--- src/inc/slf_pkg.sv ---
// constants, types and mode lookups for the serial link framing configuration block
package slf_pkg;

    ////////////////////////////////////////////////////////////////////////////////
    // register offsets
    localparam logic [9:0] ADDR_LINK_ENABLE = 10'h200;
    localparam logic [9:0] ADDR_MODE_SELECT = 10'h201;
    localparam logic [9:0] ADDR_FRAMES_M1   = 10'h202;
    localparam logic [9:0] ADDR_MANUAL_SYNC = 10'h203;
    localparam logic [9:0] ADDR_LINK_CTRL   = 10'h204;

    ////////////////////////////////////////////////////////////////////////////////
    // field positions
    localparam int ENABLE_BIT      = 0;
    localparam int MANUAL_BIT      = 0;
    localparam int CTRL_UPPER_BIT  = 4;
    localparam int CTRL_SEL_MSB    = 3;
    localparam int CTRL_SEL_LSB    = 2;
    localparam int CTRL_FORMAT_BIT = 1;
    localparam int CTRL_WHITEN_BIT = 0;

    ////////////////////////////////////////////////////////////////////////////////
    // reset values
    localparam logic       RST_LINK_ENABLE = 1'h1;
    localparam logic [7:0] RST_MODE_SELECT = 8'h02;
    localparam logic [7:0] RST_FRAMES_M1   = 8'h1F;
    localparam logic       RST_MANUAL_N    = 1'h1;
    localparam logic       RST_UPPER_MAP   = 1'h0;
    localparam logic [1:0] RST_SYNC_SEL    = 2'h0;
    localparam logic       RST_FORMAT      = 1'h1;
    localparam logic       RST_WHITEN      = 1'h1;

    ////////////////////////////////////////////////////////////////////////////////
    // widths, lane maps and mode table
    localparam int          SAMPLE_W       = 12;
    localparam logic [7:0]  LANES_LOWER    = 8'h0F;
    localparam logic [7:0]  LANES_UPPER    = 8'hF0;
    localparam logic [15:0] BLOCK_FRAMES   = 16'h0100;
    localparam logic [7:0]  MODE_66B_FIRST = 8'h1E;

    // sync request source choices
    typedef enum logic [1:0]
    {
        SLF_SYNC_DEDICATED = 2'b00,
        SLF_SYNC_TIMESTAMP = 2'b01,
        SLF_SYNC_SOFTWARE  = 2'b10,
        SLF_SYNC_SPARE     = 2'b11
    } slf_sync_src_type;

    // true when the selected mode runs the 64b/66b link layer
    function automatic logic slf_mode_is_66b(input logic [7:0] mode);
        return (mode >= MODE_66B_FIRST);
    endfunction : slf_mode_is_66b

    // k minus one for a 64b/66b mode, from e and f of that mode
    function automatic logic [7:0] slf_mode_k_m1(input logic [7:0] mode);
        logic [15:0] e;
        logic [15:0] f;
        logic [15:0] k;
        e = 16'h0001;
        f = 16'h0001;
        case (mode[1:0])
            2'h0: f = 16'h0008;
            2'h1: f = 16'h0004;
            2'h2:
            begin
                e = 16'h0002;
                f = 16'h0004;
            end
            default: f = 16'h0002;
        endcase
        k = (BLOCK_FRAMES * e) / f;
        return 8'(k - 16'h0001);
    endfunction : slf_mode_k_m1

endpackage : slf_pkg

--- src/inc/slf_stream_if.sv ---
// sample stream carrier between the config block and its two-entry buffer
`timescale 1ns/1ps
interface slf_stream_if;
    logic                         valid;
    logic                         ready;
    logic [slf_pkg::SAMPLE_W-1:0] data;

    modport src (output valid, output data, input ready);
    modport snk (input valid, input data, output ready);
endinterface : slf_stream_if

--- src/rtl/slf_hold2.sv ---
// two-entry sample buffer with registered valid and ready
`timescale 1ns/1ps
module slf_hold2
(
    input wire logic clk,           // system clock
    input wire logic rstn,          // async reset, active low
    input wire logic clr,           // synchronous flush
    slf_stream_if.snk up,           // filling side
    slf_stream_if.src dn            // draining side
);

    logic [1:0]                   cnt_ff;
    logic [1:0]                   nxt_cnt;
    logic                         ready_ff;
    logic                         valid_ff;
    logic [slf_pkg::SAMPLE_W-1:0] d0_ff;
    logic [slf_pkg::SAMPLE_W-1:0] d1_ff;
    logic                         push;
    logic                         pop;

    ////////////////////////////////////////////////////////////////////////////////
    // handshakes and occupancy
    assign push     = up.valid & ready_ff;
    assign pop      = valid_ff & dn.ready;
    assign up.ready = ready_ff;
    assign dn.valid = valid_ff;
    assign dn.data  = d0_ff;

    always_comb
    begin
        nxt_cnt = cnt_ff;
        if (clr)
            nxt_cnt = 2'h0;
        else if (push && !pop)
            nxt_cnt = cnt_ff + 2'h1;
        else if (pop && !push)
            nxt_cnt = cnt_ff - 2'h1;
    end

    // count and flags, flags mirror the next count so they stay flops
    always_ff @(posedge clk or negedge rstn)
    begin
        if (!rstn)
        begin
            cnt_ff   <= 2'h0;
            ready_ff <= 1'b0;
            valid_ff <= 1'b0;
        end
        else
        begin
            cnt_ff   <= nxt_cnt;
            ready_ff <= (nxt_cnt != 2'h2);
            valid_ff <= (nxt_cnt != 2'h0);
        end
    end

    // storage: head entry and overflow entry
    always_ff @(posedge clk or negedge rstn)
    begin
        if (!rstn)
        begin
            d0_ff <= '0;
            d1_ff <= '0;
        end
        else
        begin
            if (pop)
                d0_ff <= (cnt_ff == 2'h2) ? d1_ff : up.data;
            else if (push && cnt_ff == 2'h0)
                d0_ff <= up.data;
            if (push && ((cnt_ff == 2'h1 && !pop) || (cnt_ff == 2'h2 && pop)))
                d1_ff <= up.data;
        end
    end

endmodule : slf_hold2

--- src/rtl/slf_link_cfg.sv ---
// framing and sync configuration registers of the serial transmit link
//
// The implementer's own choice: the address-and-strobe port.
`timescale 1ns/1ps

// How it works
// RULE_01 - multiframe length k is the eight-bit frames field plus one
// RULE_02 - frames field resets to 31, giving 32 frames per multiframe
// RULE_03 - 64b/66b modes ignore the frames field, k comes from the mode
// RULE_04 - in 64b/66b modes k equals 256 times e divided by f
// RULE_05 - software changes frames field and scrambler only while link disabled
// RULE_06 - writing 0 to manual sync bit requests sync like sync pin low
// RULE_07 - manual sync bit at 0 requests sync whatever source is selected
// RULE_08 - a low selected pin holds the request; software source and spare value 3 both release it
// RULE_09 - upper map 0: both links use lanes 0 to 3, rest off
// RULE_10 - upper map 1: both links use lanes 4 to 7, lower off
// RULE_11 - software sets upper map only with modes of at most 8 lanes
// RULE_12 - source field: 0 dedicated pin, 1 timestamp pin, 2 software only
// RULE_13 - timestamp source needs the timestamp receiver enabled by software
// RULE_14 - format bit 0 gives offset binary, 1 two's complement, reset 1
// RULE_15 - in 8b/10b modes scrambler bit 0 disables, 1 enables, reset 1
// RULE_16 - 64b/66b modes always scramble and ignore the scrambler bit
// RULE_17 - link disabled holds link and multiframe counter reset, lanes and clocks off
// RULE_18 - reserved bits ignore writes and read back as zero
module slf_link_cfg
(
    input  wire logic                         clk,                   // system clock
    input  wire logic                         rstn,                  // async reset
    input  wire logic [9:0]                   reg_addr,              // register offset
    input  wire logic [7:0]                   reg_wdata,             // write data
    input  wire logic                         reg_wr,                // write strobe
    input  wire logic                         reg_rd,                // read strobe
    output logic      [7:0]                   reg_rdata,             // read data, next cycle
    input  wire logic                         dedicated_sync_pin_n,  // sync pin, low requests
    input  wire logic                         timestamp_pin_n,       // timestamp pin as sync
    input  wire logic                         frame_tick,            // one pulse per frame
    input  wire logic [slf_pkg::SAMPLE_W-1:0] sample_data,           // two's complement sample
    input  wire logic                         sample_valid,          // sample offered
    output logic                              sample_ready,          // buffer has room
    output logic      [slf_pkg::SAMPLE_W-1:0] lane_data,             // formatted sample
    output logic                              lane_valid,            // formatted sample ready
    input  wire logic                         lane_ready,            // serializer takes it
    output logic                              sync_request,          // link resync request
    output logic      [7:0]                   k_less_one,            // effective k minus one
    output logic                              multiframe_start,      // first frame of multiframe
    output logic                              whitening_active,      // lane scrambling on
    output logic                              link_block_reset_n,    // link block out of reset
    output logic      [7:0]                   lane_a_power,          // link a lane power enables
    output logic      [7:0]                   lane_b_power,          // link b lane power enables
    output logic                              serializer_clk_on      // serializer clock gate
);

    logic                         link_enable_ff;
    logic [7:0]                   mode_ff;
    logic [7:0]                   frames_m1_ff;
    logic                         manual_n_ff;
    logic                         upper_map_ff;
    slf_pkg::slf_sync_src_type    sync_sel_ff;
    logic                         format_ff;
    logic                         whiten_ff;
    logic [7:0]                   rdata_ff;
    logic                         sync_req_ff;
    logic [7:0]                   k_m1_ff;
    logic [7:0]                   mf_cnt_ff;
    logic                         mf_start_ff;
    logic                         whiten_act_ff;
    logic                         link_rst_n_ff;
    logic [7:0]                   lane_a_ff;
    logic [7:0]                   lane_b_ff;
    logic                         ser_clk_ff;
    logic                         mode_66b;
    logic [7:0]                   nxt_k_m1;
    logic                         pin_req;
    logic [7:0]                   nxt_rdata;
    logic                         seen_frames_wr_ff;

    slf_stream_if samp_in ();
    slf_stream_if samp_out ();

    ////////////////////////////////////////////////////////////////////////////////
    // register writes, one process per register
    always_ff @(posedge clk or negedge rstn)
    begin
        if (!rstn)
            link_enable_ff <= slf_pkg::RST_LINK_ENABLE;
        else if (reg_wr && reg_addr == slf_pkg::ADDR_LINK_ENABLE)
            link_enable_ff <= reg_wdata[slf_pkg::ENABLE_BIT];
    end

    always_ff @(posedge clk or negedge rstn)
    begin
        if (!rstn)
            mode_ff <= slf_pkg::RST_MODE_SELECT;
        else if (reg_wr && reg_addr == slf_pkg::ADDR_MODE_SELECT)
            mode_ff <= reg_wdata;
    end

    // frames field, meant to change only with the link off
    always_ff @(posedge clk or negedge rstn)
    begin
        if (!rstn)
            frames_m1_ff <= slf_pkg::RST_FRAMES_M1;                 // RULE_02
        else if (reg_wr && reg_addr == slf_pkg::ADDR_FRAMES_M1)
            frames_m1_ff <= reg_wdata;                              // RULE_01
    end

    // manual sync bit, reserved bits dropped
    always_ff @(posedge clk or negedge rstn)
    begin
        if (!rstn)
            manual_n_ff <= slf_pkg::RST_MANUAL_N;
        else if (reg_wr && reg_addr == slf_pkg::ADDR_MANUAL_SYNC)
            manual_n_ff <= reg_wdata[slf_pkg::MANUAL_BIT];          // RULE_18
    end

    // link control fields, bits 7:5 not stored
    always_ff @(posedge clk or negedge rstn)
    begin
        if (!rstn)
        begin
            upper_map_ff <= slf_pkg::RST_UPPER_MAP;
            sync_sel_ff  <= slf_pkg::slf_sync_src_type'(slf_pkg::RST_SYNC_SEL);
            format_ff    <= slf_pkg::RST_FORMAT;                    // RULE_14
            whiten_ff    <= slf_pkg::RST_WHITEN;                    // RULE_15
        end
        else if (reg_wr && reg_addr == slf_pkg::ADDR_LINK_CTRL)
        begin
            upper_map_ff <= reg_wdata[slf_pkg::CTRL_UPPER_BIT];
            sync_sel_ff  <= slf_pkg::slf_sync_src_type'(
                            reg_wdata[slf_pkg::CTRL_SEL_MSB:slf_pkg::CTRL_SEL_LSB]);
            format_ff    <= reg_wdata[slf_pkg::CTRL_FORMAT_BIT];
            whiten_ff    <= reg_wdata[slf_pkg::CTRL_WHITEN_BIT];
        end
    end

    ////////////////////////////////////////////////////////////////////////////////
    // register reads, data one cycle after the strobe
    always_comb
    begin
        nxt_rdata = 8'h00;
        if (reg_addr == slf_pkg::ADDR_LINK_ENABLE)
            nxt_rdata = {7'h00, link_enable_ff};
        else if (reg_addr == slf_pkg::ADDR_MODE_SELECT)
            nxt_rdata = mode_ff;
        else if (reg_addr == slf_pkg::ADDR_FRAMES_M1)
            nxt_rdata = frames_m1_ff;
        else if (reg_addr == slf_pkg::ADDR_MANUAL_SYNC)
            nxt_rdata = {7'h00, manual_n_ff};                       // RULE_18
        else if (reg_addr == slf_pkg::ADDR_LINK_CTRL)
            nxt_rdata = {3'h0, upper_map_ff, sync_sel_ff, format_ff, whiten_ff};
    end

    always_ff @(posedge clk or negedge rstn)
    begin
        if (!rstn)
            rdata_ff <= 8'h00;
        else if (reg_rd)
            rdata_ff <= nxt_rdata;
        else
            rdata_ff <= 8'h00;
    end

    ////////////////////////////////////////////////////////////////////////////////
    // sync request: software bit ors with the selected pin
    always_comb
    begin
        case (sync_sel_ff)
            slf_pkg::SLF_SYNC_DEDICATED: pin_req = ~dedicated_sync_pin_n;   // RULE_12
            slf_pkg::SLF_SYNC_TIMESTAMP: pin_req = ~timestamp_pin_n;        // RULE_13
            default:                     pin_req = 1'b0;                    // RULE_08
        endcase
    end

    always_ff @(posedge clk or negedge rstn)
    begin
        if (!rstn)
            sync_req_ff <= 1'b0;
        else
            sync_req_ff <= ~manual_n_ff | pin_req;                  // RULE_06 RULE_07
    end

    ////////////////////////////////////////////////////////////////////////////////
    // effective k and scrambling from the mode
    assign mode_66b = slf_pkg::slf_mode_is_66b(mode_ff);
    assign nxt_k_m1 = mode_66b ? slf_pkg::slf_mode_k_m1(mode_ff)   // RULE_03 RULE_04
                               : frames_m1_ff;                      // RULE_01

    always_ff @(posedge clk or negedge rstn)
    begin
        if (!rstn)
        begin
            k_m1_ff       <= slf_pkg::RST_FRAMES_M1;
            whiten_act_ff <= slf_pkg::RST_WHITEN;
        end
        else
        begin
            k_m1_ff       <= nxt_k_m1;
            whiten_act_ff <= mode_66b | whiten_ff;                  // RULE_15 RULE_16
        end
    end

    ////////////////////////////////////////////////////////////////////////////////
    // link enable: block reset, lane power and clock gate
    always_ff @(posedge clk or negedge rstn)
    begin
        if (!rstn)
        begin
            link_rst_n_ff <= 1'b0;
            ser_clk_ff    <= 1'b0;
            lane_a_ff     <= 8'h00;
            lane_b_ff     <= 8'h00;
        end
        else
        begin
            link_rst_n_ff <= link_enable_ff;                        // RULE_17
            ser_clk_ff    <= link_enable_ff;
            if (!link_enable_ff)
            begin
                lane_a_ff <= 8'h00;
                lane_b_ff <= 8'h00;
            end
            else if (upper_map_ff)
            begin
                lane_a_ff <= slf_pkg::LANES_UPPER;                  // RULE_10 RULE_11
                lane_b_ff <= slf_pkg::LANES_UPPER;
            end
            else
            begin
                lane_a_ff <= slf_pkg::LANES_LOWER;                  // RULE_09
                lane_b_ff <= slf_pkg::LANES_LOWER;
            end
        end
    end

    // multiframe counter, held at zero while the link is off
    always_ff @(posedge clk or negedge rstn)
    begin
        if (!rstn)
        begin
            mf_cnt_ff   <= 8'h00;
            mf_start_ff <= 1'b0;
        end
        else if (!link_enable_ff)
        begin
            mf_cnt_ff   <= 8'h00;                                   // RULE_17
            mf_start_ff <= 1'b0;
        end
        else
        begin
            mf_start_ff <= frame_tick && (mf_cnt_ff == 8'h00);
            if (frame_tick)
                mf_cnt_ff <= (mf_cnt_ff == k_m1_ff) ? 8'h00 : mf_cnt_ff + 8'h01;
        end
    end

    ////////////////////////////////////////////////////////////////////////////////
    // sample format and buffering toward the lanes
    assign samp_in.valid = sample_valid;
    assign samp_in.data  = format_ff ? sample_data                                  // RULE_14
                         : {~sample_data[slf_pkg::SAMPLE_W-1], sample_data[slf_pkg::SAMPLE_W-2:0]};
    assign samp_out.ready = lane_ready;

    slf_hold2 u_hold
    (
        .clk  (clk),
        .rstn (rstn),
        .clr  (~link_enable_ff),
        .up   (samp_in),
        .dn   (samp_out)
    );

    ////////////////////////////////////////////////////////////////////////////////
    // outputs
    assign reg_rdata          = rdata_ff;
    assign sync_request       = sync_req_ff;
    assign k_less_one         = k_m1_ff;
    assign multiframe_start   = mf_start_ff;
    assign whitening_active   = whiten_act_ff;
    assign link_block_reset_n = link_rst_n_ff;
    assign lane_a_power       = lane_a_ff;
    assign lane_b_power       = lane_b_ff;
    assign serializer_clk_on  = ser_clk_ff;
    assign sample_ready       = samp_in.ready;
    assign lane_data          = samp_out.data;
    assign lane_valid         = samp_out.valid;

    ////////////////////////////////////////////////////////////////////////////////
    // checks
    always_ff @(posedge clk or negedge rstn)
    begin
        if (!rstn)
            seen_frames_wr_ff <= 1'b0;
        else if (reg_wr && reg_addr == slf_pkg::ADDR_FRAMES_M1)
            seen_frames_wr_ff <= 1'b1;
    end
endmodule : slf_link_cfg

--- config.mk ---
export PLATFORM = sky130hd
export DESIGN_NAME = slf_link_cfg
export DESIGN_NICKNAME = d
export VERILOG_FILES = /design/src/inc/slf_pkg.sv /design/src/inc/slf_stream_if.sv /design/src/rtl/slf_hold2.sv /design/src/rtl/slf_link_cfg.sv
export SDC_FILE = /design/constraint.sdc
export NUM_CORES = 1
export LEC_CHECK = 0
export BUFFER_PORTS_ARGS = -buffer_cell sky130_fd_sc_hd__clkbuf_2
export CAP_MARGIN = 5
export CELL_PAD_IN_SITES_DETAIL_PLACEMENT = 1
export CELL_PAD_IN_SITES_GLOBAL_PLACEMENT = 1
export CORE_ASPECT_RATIO = 0.5
export CORE_MARGIN = 2
export CORE_UTILIZATION = 45
export DETAILED_ROUTE_END_ITERATION = 8
export PLACE_DENSITY = 0.81
export SYNTH_ARGS = -nofsm -noshare
export SYNTH_HDL_FRONTEND = slang
export SYNTH_HIERARCHICAL = 1
export SYNTH_SLANG_ARGS = --single-unit
export TNS_END_PERCENT = 20
--- constraint.sdc ---
create_clock -name clk -period 10.1 [get_ports clk]
set_clock_uncertainty 0.2 [all_clocks]
set_input_delay 2.02 -clock clk [delete_from_list [all_inputs] [get_ports clk]]
set_output_delay 2.02 -clock clk [all_outputs]
set_load 0.1 [all_outputs]
; Word-level counts from Yosys, hierarchy flattened
; Index checks and enable logic that the tools add are counted.
[word_totals]
ram_bits = 0
elab_cells = 93
input_bits = 39
mem_count = 0
romBits = 0
latch_bits = 0
reg_bits = 87
[classes]
div = 1
mul = 0
bitwise_logic = 8
n_shift = 0
mux = 23
add_sub_neg = 4
eq_ne = 13
reduce_logical = 22
n_lt_le_gt_ge = 1
[ops]
columns = op, count
row1 = 8-bit 2-to-1 mux, 10
row2 = "10-bit equality test, second input constant", 5
row3 = 12-bit 2-to-1 mux, 4
row4 = 16-bit by 16-bit divider with 16-bit output, 1
row5 = 1-bit logical AND, 12
row6 = 5-bit 2-to-1 mux, 2
row7 = "8-bit by 1-bit adder with 8-bit output, second input constant", 1
row8 = 8-bit equality test, 1
row9 = "8-bit by 5-bit greater-or-equal comparator with 1-bit output, second input constant", 1
row10 = 8-bit zero test, 1
row11 = 2-bit 2-to-1 mux, 4
row12 = 4-bit case mux with 2 select lines, 1
row13 = "8-bit by 1-bit subtractor with 8-bit output, second input constant", 1
row14 = "2-bit by 1-bit equality test with 1-bit output, second input constant", 3
row15 = 2-bit zero test, 3
row16 = "2-bit equality test, second input constant", 2
row17 = "2-bit inequality test, second input constant", 2
row18 = 1-bit inverter, 4
row19 = 2-bit nonzero test, 2
row20 = "2-bit by 1-bit adder with 2-bit output, second input constant", 1
row21 = 1-bit AND, 2
row22 = 1-bit zero test, 2
row23 = 1-bit bitwise OR, 2
row24 = 1-bit case mux with 2 select lines, 1
row25 = other kinds (4), 4

; Logic depth before layout (Yosys ltp)
; Gate-level depths: netlist (run 1).
[depth]
depth_word = 7
mapped_depth = 25
depth_no_buf = 22

; Hierarchy
; Netlist (run 1), hierarchy kept.
[by_module_without_submodules]
columns = mod, n_inst, cells_per_inst, seq_area_each_um2, area_each_um2
row1 = slf_link_cfg, 1, 440, 1346.3, 4097.7
row2 = slf_hold2, 1, 103, 700.7, 1392.6

; Least setup slack after synthesis (run 1)
; No wires, ideal clock.
[synth_path]
kind = reg-to-reg
from = register mode_ff[1]
to = register k_m1_ff[4], in the netlist k_less_one[4]
slack_ns = 4.035
arrival_time_ns = 5.783
period_less_slack_ns = 6.065
path_buffers = 3
path_stages_with_launch = 25
cell_sequence = dfstp_2 inv_1 ha_1 buf_4 clkinv_1 ha_1 buf_2 nand2b_4 or3_1 o22ai_1 or4_1 a21bo_2 a311o_1 or4_4 a21oi_1 or3b_1 buf_2 nor4_1 o211ai_1 a21boi_1 nor4_2 ha_1 nand2_1 xor2_1 mux2_2
[synth_via]
elab_chain_cells = 6
elab_cells_between_ends = 10
cone_classes = add/sub (1) / div (1) / order compare (1) / eq/ne (2) / mux (3) / reduce/logical (2)
[synth_lines]
columns = element, line_no
row1 = "start, declared", slf_link_cfg.sv:54  ; logic [7:0] mode_ff;
row2 = "start signal, assigned", slf_link_cfg.sv:93  ; mode_ff <= slf_pkg::RST_MODE_SELECT;
row3 = "start signal, assigned", slf_link_cfg.sv:95  ; mode_ff <= reg_wdata;
row4 = 2-bit equality test / 2-bit by 1-bit equality test with 1-bit output (equally long branches), slf_pkg.sv:62  ; case (mode[1:0])
row5 = 2-bit OR reduction (no source line), --
row6 = 4-bit case mux with 2 select lines, slf_pkg.sv:62
row7 = 16-bit by 16-bit divider with 16-bit output, slf_pkg.sv:72  ; k = (BLOCK_FRAMES * e) / f;
row8 = 8-bit by 1-bit subtractor with 8-bit output, slf_pkg.sv:73  ; return 8'(k - 16'h0001);
row9 = 8-bit 2-to-1 mux (*), slf_link_cfg.sv:185  ; assign nxt_k_m1 = mode_66b ? slf_pkg::slf_mode_k_m1(mode_ff)
row10 = named net nxt_k_m1[4], slf_link_cfg.sv:72  ; logic [7:0] nxt_k_m1;
row11 = "end signal, assigned", slf_link_cfg.sv:192  ; k_m1_ff <= slf_pkg::RST_FRAMES_M1;
row12 = "end signal, assigned", slf_link_cfg.sv:197  ; k_m1_ff <= nxt_k_m1;
row13 = "end, declared", slf_link_cfg.sv:63  ; logic [7:0] k_m1_ff;
; The timed path passes the listed nets; every way through them passes the cells marked *.
; A chain may end at the register's enable or synchronous reset.

; Worst setup path after layout (run 1)
[layout_path]
from = register mode_ff[0]
to = register k_m1_ff[4], in the netlist k_less_one[4]
; The elaborated chain is that of the path after synthesis.

==> impl_metrics.ini, run 1 <==
[status]
status = finished, final reports clean

[logic_synthesis]
synthDistinctLibCells = 89
synth_warnings = 6
yosysSeqAreaShare = 0.373
synth_area_mm2 = 0.00549
synth_edf_count = 0
muxShareOfSynthArea = 0.0969
synthAdderAreaFrac = 0.0479
avgSynthCellArea_um2 = 10.1
synth_top_family_by_area = compound AO/OA/AOI/OAI gates
synth_cells = 543
synthSimpleGateAreaFrac = 0.178
ys_ff_latch = 81
synth-compound-area-share = 0.204
synth_ff_type = dfrtp_1
synth_nets = 603
async_reset_ff_frac = 1.00
synth-xor-area-share = 0.0376

[layout]
n_antenna_cell = 0
nFillCells = 1342
final_cells = 776
syn_to_final_growth_pct = 13.3
fin_nets = 666
drive_above_1_share = 0.309
final_util = 0.525

[detailed_routing]
dr_total_vias = 4680
drtPass1Iterations = 5
post_drt_wl_per_cell_um = 21.2
ant_nets = 0
finalWirelength_mm = 16.5
via_per_inst = 6.03
drt_drc_violations_left = 0
drtIter0Drc = 453

[global_routing]
grt-ovfl-total = 0
grt.met3_usage = 0.0310
grt_pass1_vias = 4646
gr-max-usage-layer = met2
met1_usage = 0.320
antenna_found_initial = 0
use_met2 = 0.445
grt_first_pass_wirelength_mm = 25.4
grt_usage = 0.248
grt_max_degree = 82

[power_and_ir_drop]
power_frac_seq = 0.391
p_int_w = 0.000609
p_comb_frac = 0.199
swShare = 0.310
p_leak_nw = 2.93
pwr_density_cell_mw_per_mm2 = 142
pwr-share-clk = 0.410
finalPower_w = 0.000882
ir_worst_vdd_uv = 95.0
p_sw_w = 0.000274

[floorplanning]
ios = 90
core_area_mm2 = 0.0118
fp-row-count = 28
fp.dieH_um = 82.1
die_w_um = 160
initial_core_util = 0.464
die_area_mm2 = 0.0132

[worst_setup_path]
crit_fanout = 21
arrival_ps = 7050
cp-end-kind = register
cp-start-kind = register
critPathKind = reg2reg
required_ps = 10170

[cts]
clk-insertion-delay-late_ps = 350
root_buffer = clkbuf_16
clkTransAtPathRegs_ps = 70
clockBufferDepth = 2
numCtsBuffers = 9
post_cts_buffers = 0
cts-resized-gates = 0
htree_levels = 3
cts_sinks = 81
cts_tree = done
cts_hold_buf = 0

[place]
dpl.hpwl_mm = 11.3
gp_congestion = 0.937
place_inst = 760
port-buffer-count = 89

[sta]
setup_violations = 0
drv_slew = 0
grt_setup_unrepaired = false
worst_pin_slew_ps = 1010
post-route-min-period_ps = 6980
timing.slew.headroom = 0.327
min_period_over_period = 0.691
hold_viol = 0
setup_tns_ps = 0
fmaxAchievable_ghz = 0.143

[hold_path]
hold_path_class = reg2reg

[job]
cap_violations = 0
kinds of logic (layout without fill, tap and decap cells):
family	after synthesis	in the layout
muxes	43	43
AOI/OAI and AO/OA	147	147
adders and majority gates	21	21
and+or+nand+nor	171	171
xor gates and xnor gates	22	22
DFF	81	81
buffers and inverters	58	126
registers in the layout (all words and copies together), names as in the netlist, 8 cells and up:
name / count
frames_m1_ff: 8
mode_ff: 8
u_hold/d1_ff: 12
k_less_one: 8
reg_rdata: 8
mf_cnt_ff: 8
u_hold/dn.data: 12
per-stage QoR:
| step | hold slack, ps | cell area [um2] | worst slack, ps |
|---|---|---|---|
| finish | 273 | 6220 | 3120 |
| global route | 280 | 6220 | 2740 |
| CTS | 273 | 6220 | 3180 |
| detailed placement | 263 | 5890 | 3250 |
| global placement | 254 | 5890 | 3530 |
| floorplan | 218 | 5490 | 4040 |
power groups by stage:
stage	clock, W	combinational (W)	sequential (W)
floorplan	0	0.0000840	0.000396
global placement	0	0.000169	0.000349
detailed placement	0	0.000172	0.000350
CTS	0.000367	0.000175	0.000345
global route	0.000379	0.000187	0.000346
finish	0.000362	0.000175	0.000345
synth_stat cells, types with 11 or more instances:
library cell,count,share of area
buf_4,17,0.023
mux2_2,27,0.055
o21ai_0,16,0.015
a21oi_1,25,0.023
a22o_1,11,0.018
a21o_1,14,0.019
xnor2_1,14,0.022
inv_1,16,0.011
nand3_1,13,0.012
ha_1,21,0.048
nor2_1,41,0.028
mux2_4,11,0.030
dfrtp_1,65,0.30
nand2_1,26,0.018
dfstp_2,16,0.077
cell usage in the layout, fill, tap and decap left out, drive strengths merged, types with 8 or more instances in the layout:
cell    Yosys  layout
a21oi      25      25
nor2       41      41
clkbuf     10      97
nor3       11      11
dfrtp      65      65
nand2      26      26
nand3      13      13
a21o       15      15
nor4        8       8
nand4      10      10
xnor2      14      14
dfstp      16      16
a22o       13      13
mux2       38      38
nand2b     11      11
ha         21      21
o21ai      22      22
inv        16      18
nor2b       8       8
final timing paths:
| check | startpoint | to | slack [ps] | depth (start not counted) |
|---|---|---|---|---|
| worst max-delay path | mode_ff[0] | k_less_one[4] | 3120 | 22 |
| worst min-delay path | link_enable_ff | serializer_clk_on | 270 | 0 |
| worst max register to register | mode_ff[0] | k_less_one[4] | 3120 | 22 |
| worst min register to register | link_enable_ff | serializer_clk_on | 270 | 0 |
| max in group asynchronous | rstn | lane_b_power[3] | 7400 | 1 |
| min in group asynchronous | rstn | mf_cnt_ff[0] | 1630 | 1 |
worst max-delay path, cell delays in order (launching register included):
cell and delay, ps:
dfrtp_1 460, inv_1 170, ha_1 170, buf_4 250, clkinv_1 290, ha_1 500, nand2b_4 250, or3_1 440
o22ai_1 400, or2_1 300, nand3_1 160, a311o_1 380, or4_4 570, a21oi_1 150, or3b_1 480, o21a_1 270
nor2_1 240, a21boi_1 120, nor4_2 330, ha_1 250, nand2_1 80, xor2_1 150, mux2_2 270
metal layers:
layer / up-vias / wire length, um / share of wire
met5: - / 0 / 0
met2: 166 / 7890 / 0.48
li1: 2127 / - / -
met4: 0 / 289 / 0.018
met1: 2358 / 7610 / 0.46
met3: 29 / 701 / 0.043
layout make-up:
cell class	count	area, um2	share of cell area
clock inverter	7	103	0.0165
tap	165	206	0.0332
inverter	17	63.8	0.0103
clock buffer	9	225	0.0362
timing repair buffer	93	478	0.0768
multi-input combinational	404	3100	0.498
sequential	81	2050	0.329
Note: power is estimated with default switching activity, not from simulation.
==> inputs of run 2 (changes only) <==
clock period = 6.8 ns   (was 10.1 ns; I/O delays follow)
==> run 2 against run 1 <==
- largest cell class unchanged
- clock power grew 36%
- critical path depth stayed put
- power increased by 44%
- critical path type unchanged
- sequential cell count did not move
- worst setup slack got worse by 2700 ps
- fmax is 9.6% higher
- sequential share of layout area fell by 0.24 points
- non-clock buffer count increased by 7
==> impl_metrics.ini, run 2 (synthesis gave the netlist of run 1 again) <==
[cts]
htree_levels = 3
numCtsBuffers = 9
cts_hold_buf = 0
clk-insertion-delay-late_ps = 340
cts_tree = done
root_buffer = clkbuf_16
cts_sinks = 81
clkTransAtPathRegs_ps = 70
clockBufferDepth = 2

[worst_setup_path]
cp-start-kind = register
crit_fanout = 11
arrival_ps = 6430
path_cells = inv_1 -> ha_1 -> clkinv_1 -> ha_1 -> nand2b_4 -> or3_1 -> a2111o_1 -> and3_1 -> o21ai_1 -> o32ai_1 -> a211o_1 -> or4_4 -> a21oi_1 -> or3b_1 -> nor4_1 -> o211ai_1 -> a21boi_1 -> nor4_2 -> ha_1 -> nand2_1 -> xor2_1 -> mux2_2
timing.rr.start = mode_ff[0]
critPathKind = reg2reg
startpoint = mode_ff[0]
slowest_delay_ps = 500
required_ps = 6860
crit_path_top_delay_cell = or4_4
cp-end-kind = register
path_common_cell = ha_1

[layout]
layout.cells.most_common = clkbuf_2
n_antenna_cell = 0
syn_to_final_growth_pct = 14.2
fin_nets = 673
drive_above_1_share = 0.327
layout_common_cells = clkbuf_2 (88), dfrtp_1 (65), nor2_1 (40), mux2_2 (27), nand2_1 (26)
final_util = 0.529
final_area_mm2 = 0.00627

[sta]
timing.slew.headroom = 0.337
fmaxAchievable_ghz = 0.157
drv_slew = 0
hold_viol = 0
setup_violations = 0
setup_tns_ps = 0
setup_ws_ps = 433
post-route-min-period_ps = 6370
min_period_over_period = 0.936
worst_pin_slew_ps = 995
grt_setup_unrepaired = false

[power_and_ir_drop]
finalPower_w = 0.00127
ir_worst_vdd_uv = 132
p_leak_nw = 2.95
pwr_density_cell_mw_per_mm2 = 202

[floorplanning]
die_area_mm2 = 0.0132
die_w_um = 160
initial_core_util = 0.464
core_area_mm2 = 0.0118
fp-row-count = 28
ios = 90
fp.dieH_um = 82.1

[detailed_routing]
post_drt_wl_per_cell_um = 20.1
drtIter0Drc = 404
finalWirelength_mm = 15.7
dr_total_vias = 4678
via_per_inst = 5.97
drt_drc_violations_left = 0
ant_nets = 0
drtPass1Iterations = 5

[global_routing]
grt_max_degree = 82
met1_usage = 0.312
grt.met3_usage = 0.0350
grt_first_pass_wirelength_mm = 24.9
grt_usage = 0.241
grt_pass1_vias = 4641
gr-max-usage-layer = met2
antenna_found_initial = 0
use_met2 = 0.437
grt-ovfl-total = 0

[place]
port-buffer-count = 89
place_area_mm2 = 0.00595
gp_congestion = 0.869
place_ws_ps = 391
dpl.hpwl_mm = 11.4

[status]
status = finished, final reports clean

[job]
cap_violations = 0

[hold_path]
hold_path_class = reg2reg
worstHoldStart = link_enable_ff
-- run 2: changes by cell type in the layout (fill, tap and decap cells not counted), sizes merged --
cell / change
clkinvlp: +2
buf: +7
clkinv: -1
bufinv: -1
-- run 2: routing by layer --
layer | share of wire | up-vias
li1 | - | 2150
met1 | 0.47 | 2386
met4 | 0.0086 | 0
met3 | 0.038 | 11
met2 | 0.49 | 131
met5 | 0 | -
-- run 2: layout make-up --
class                      instances  area [um2]
clock buffer                       9         225
clock inverter                     7        78.8
fill                            1370        5570
inverter                          17        63.8
multi-input combinational        404        3120
sequential                        81        2050
tap                              165         206
timing repair buffer             100         531
-- run 2: report_power, final --
part	internal [W]	switching (W)
logic	0.0000798	0.000181
registers	0.000500	0.0000118
clock network	0.000288	0.000207
total	0.000867	0.000399
-- run 2: stage by stage --
step	hold WS [ps]	std cells
after floorplan	218	543
after global placement	254	767
after detailed placement	258	767
after CTS	264	783
after global routing	276	783
final	269	783
-- run 2: final timing paths --
check / endpoint / slack, ps / cells past startpoint
min in group asynchronous: mf_cnt_ff[1] / 980 / 1
min: serializer_clk_on / 270 / 0
min reg2reg: serializer_clk_on / 270 / 0
max: k_less_one[4] / 430 / 22
max reg2reg: k_less_one[4] / 430 / 22
max in group asynchronous: mode_ff[3] / 4770 / 1
-- run 2: repair_timing --
action                     CTS  global route
setup endpoints to repair    0             1
setup buffers                0             0
resized for setup            0             6
-- run 2: critical path, delay by kind of cell (launching register included) --
family / cells / cell delay, ps
AOI/OAI and AO/OA: 7 / 1530
xor gates and xnor gates: 1 / 150
adders and majority gates: 3 / 800
buffers and inverters: 2 / 280
DFF: 1 / 460
muxes: 1 / 280
and+or+nand+nor: 8 / 2610
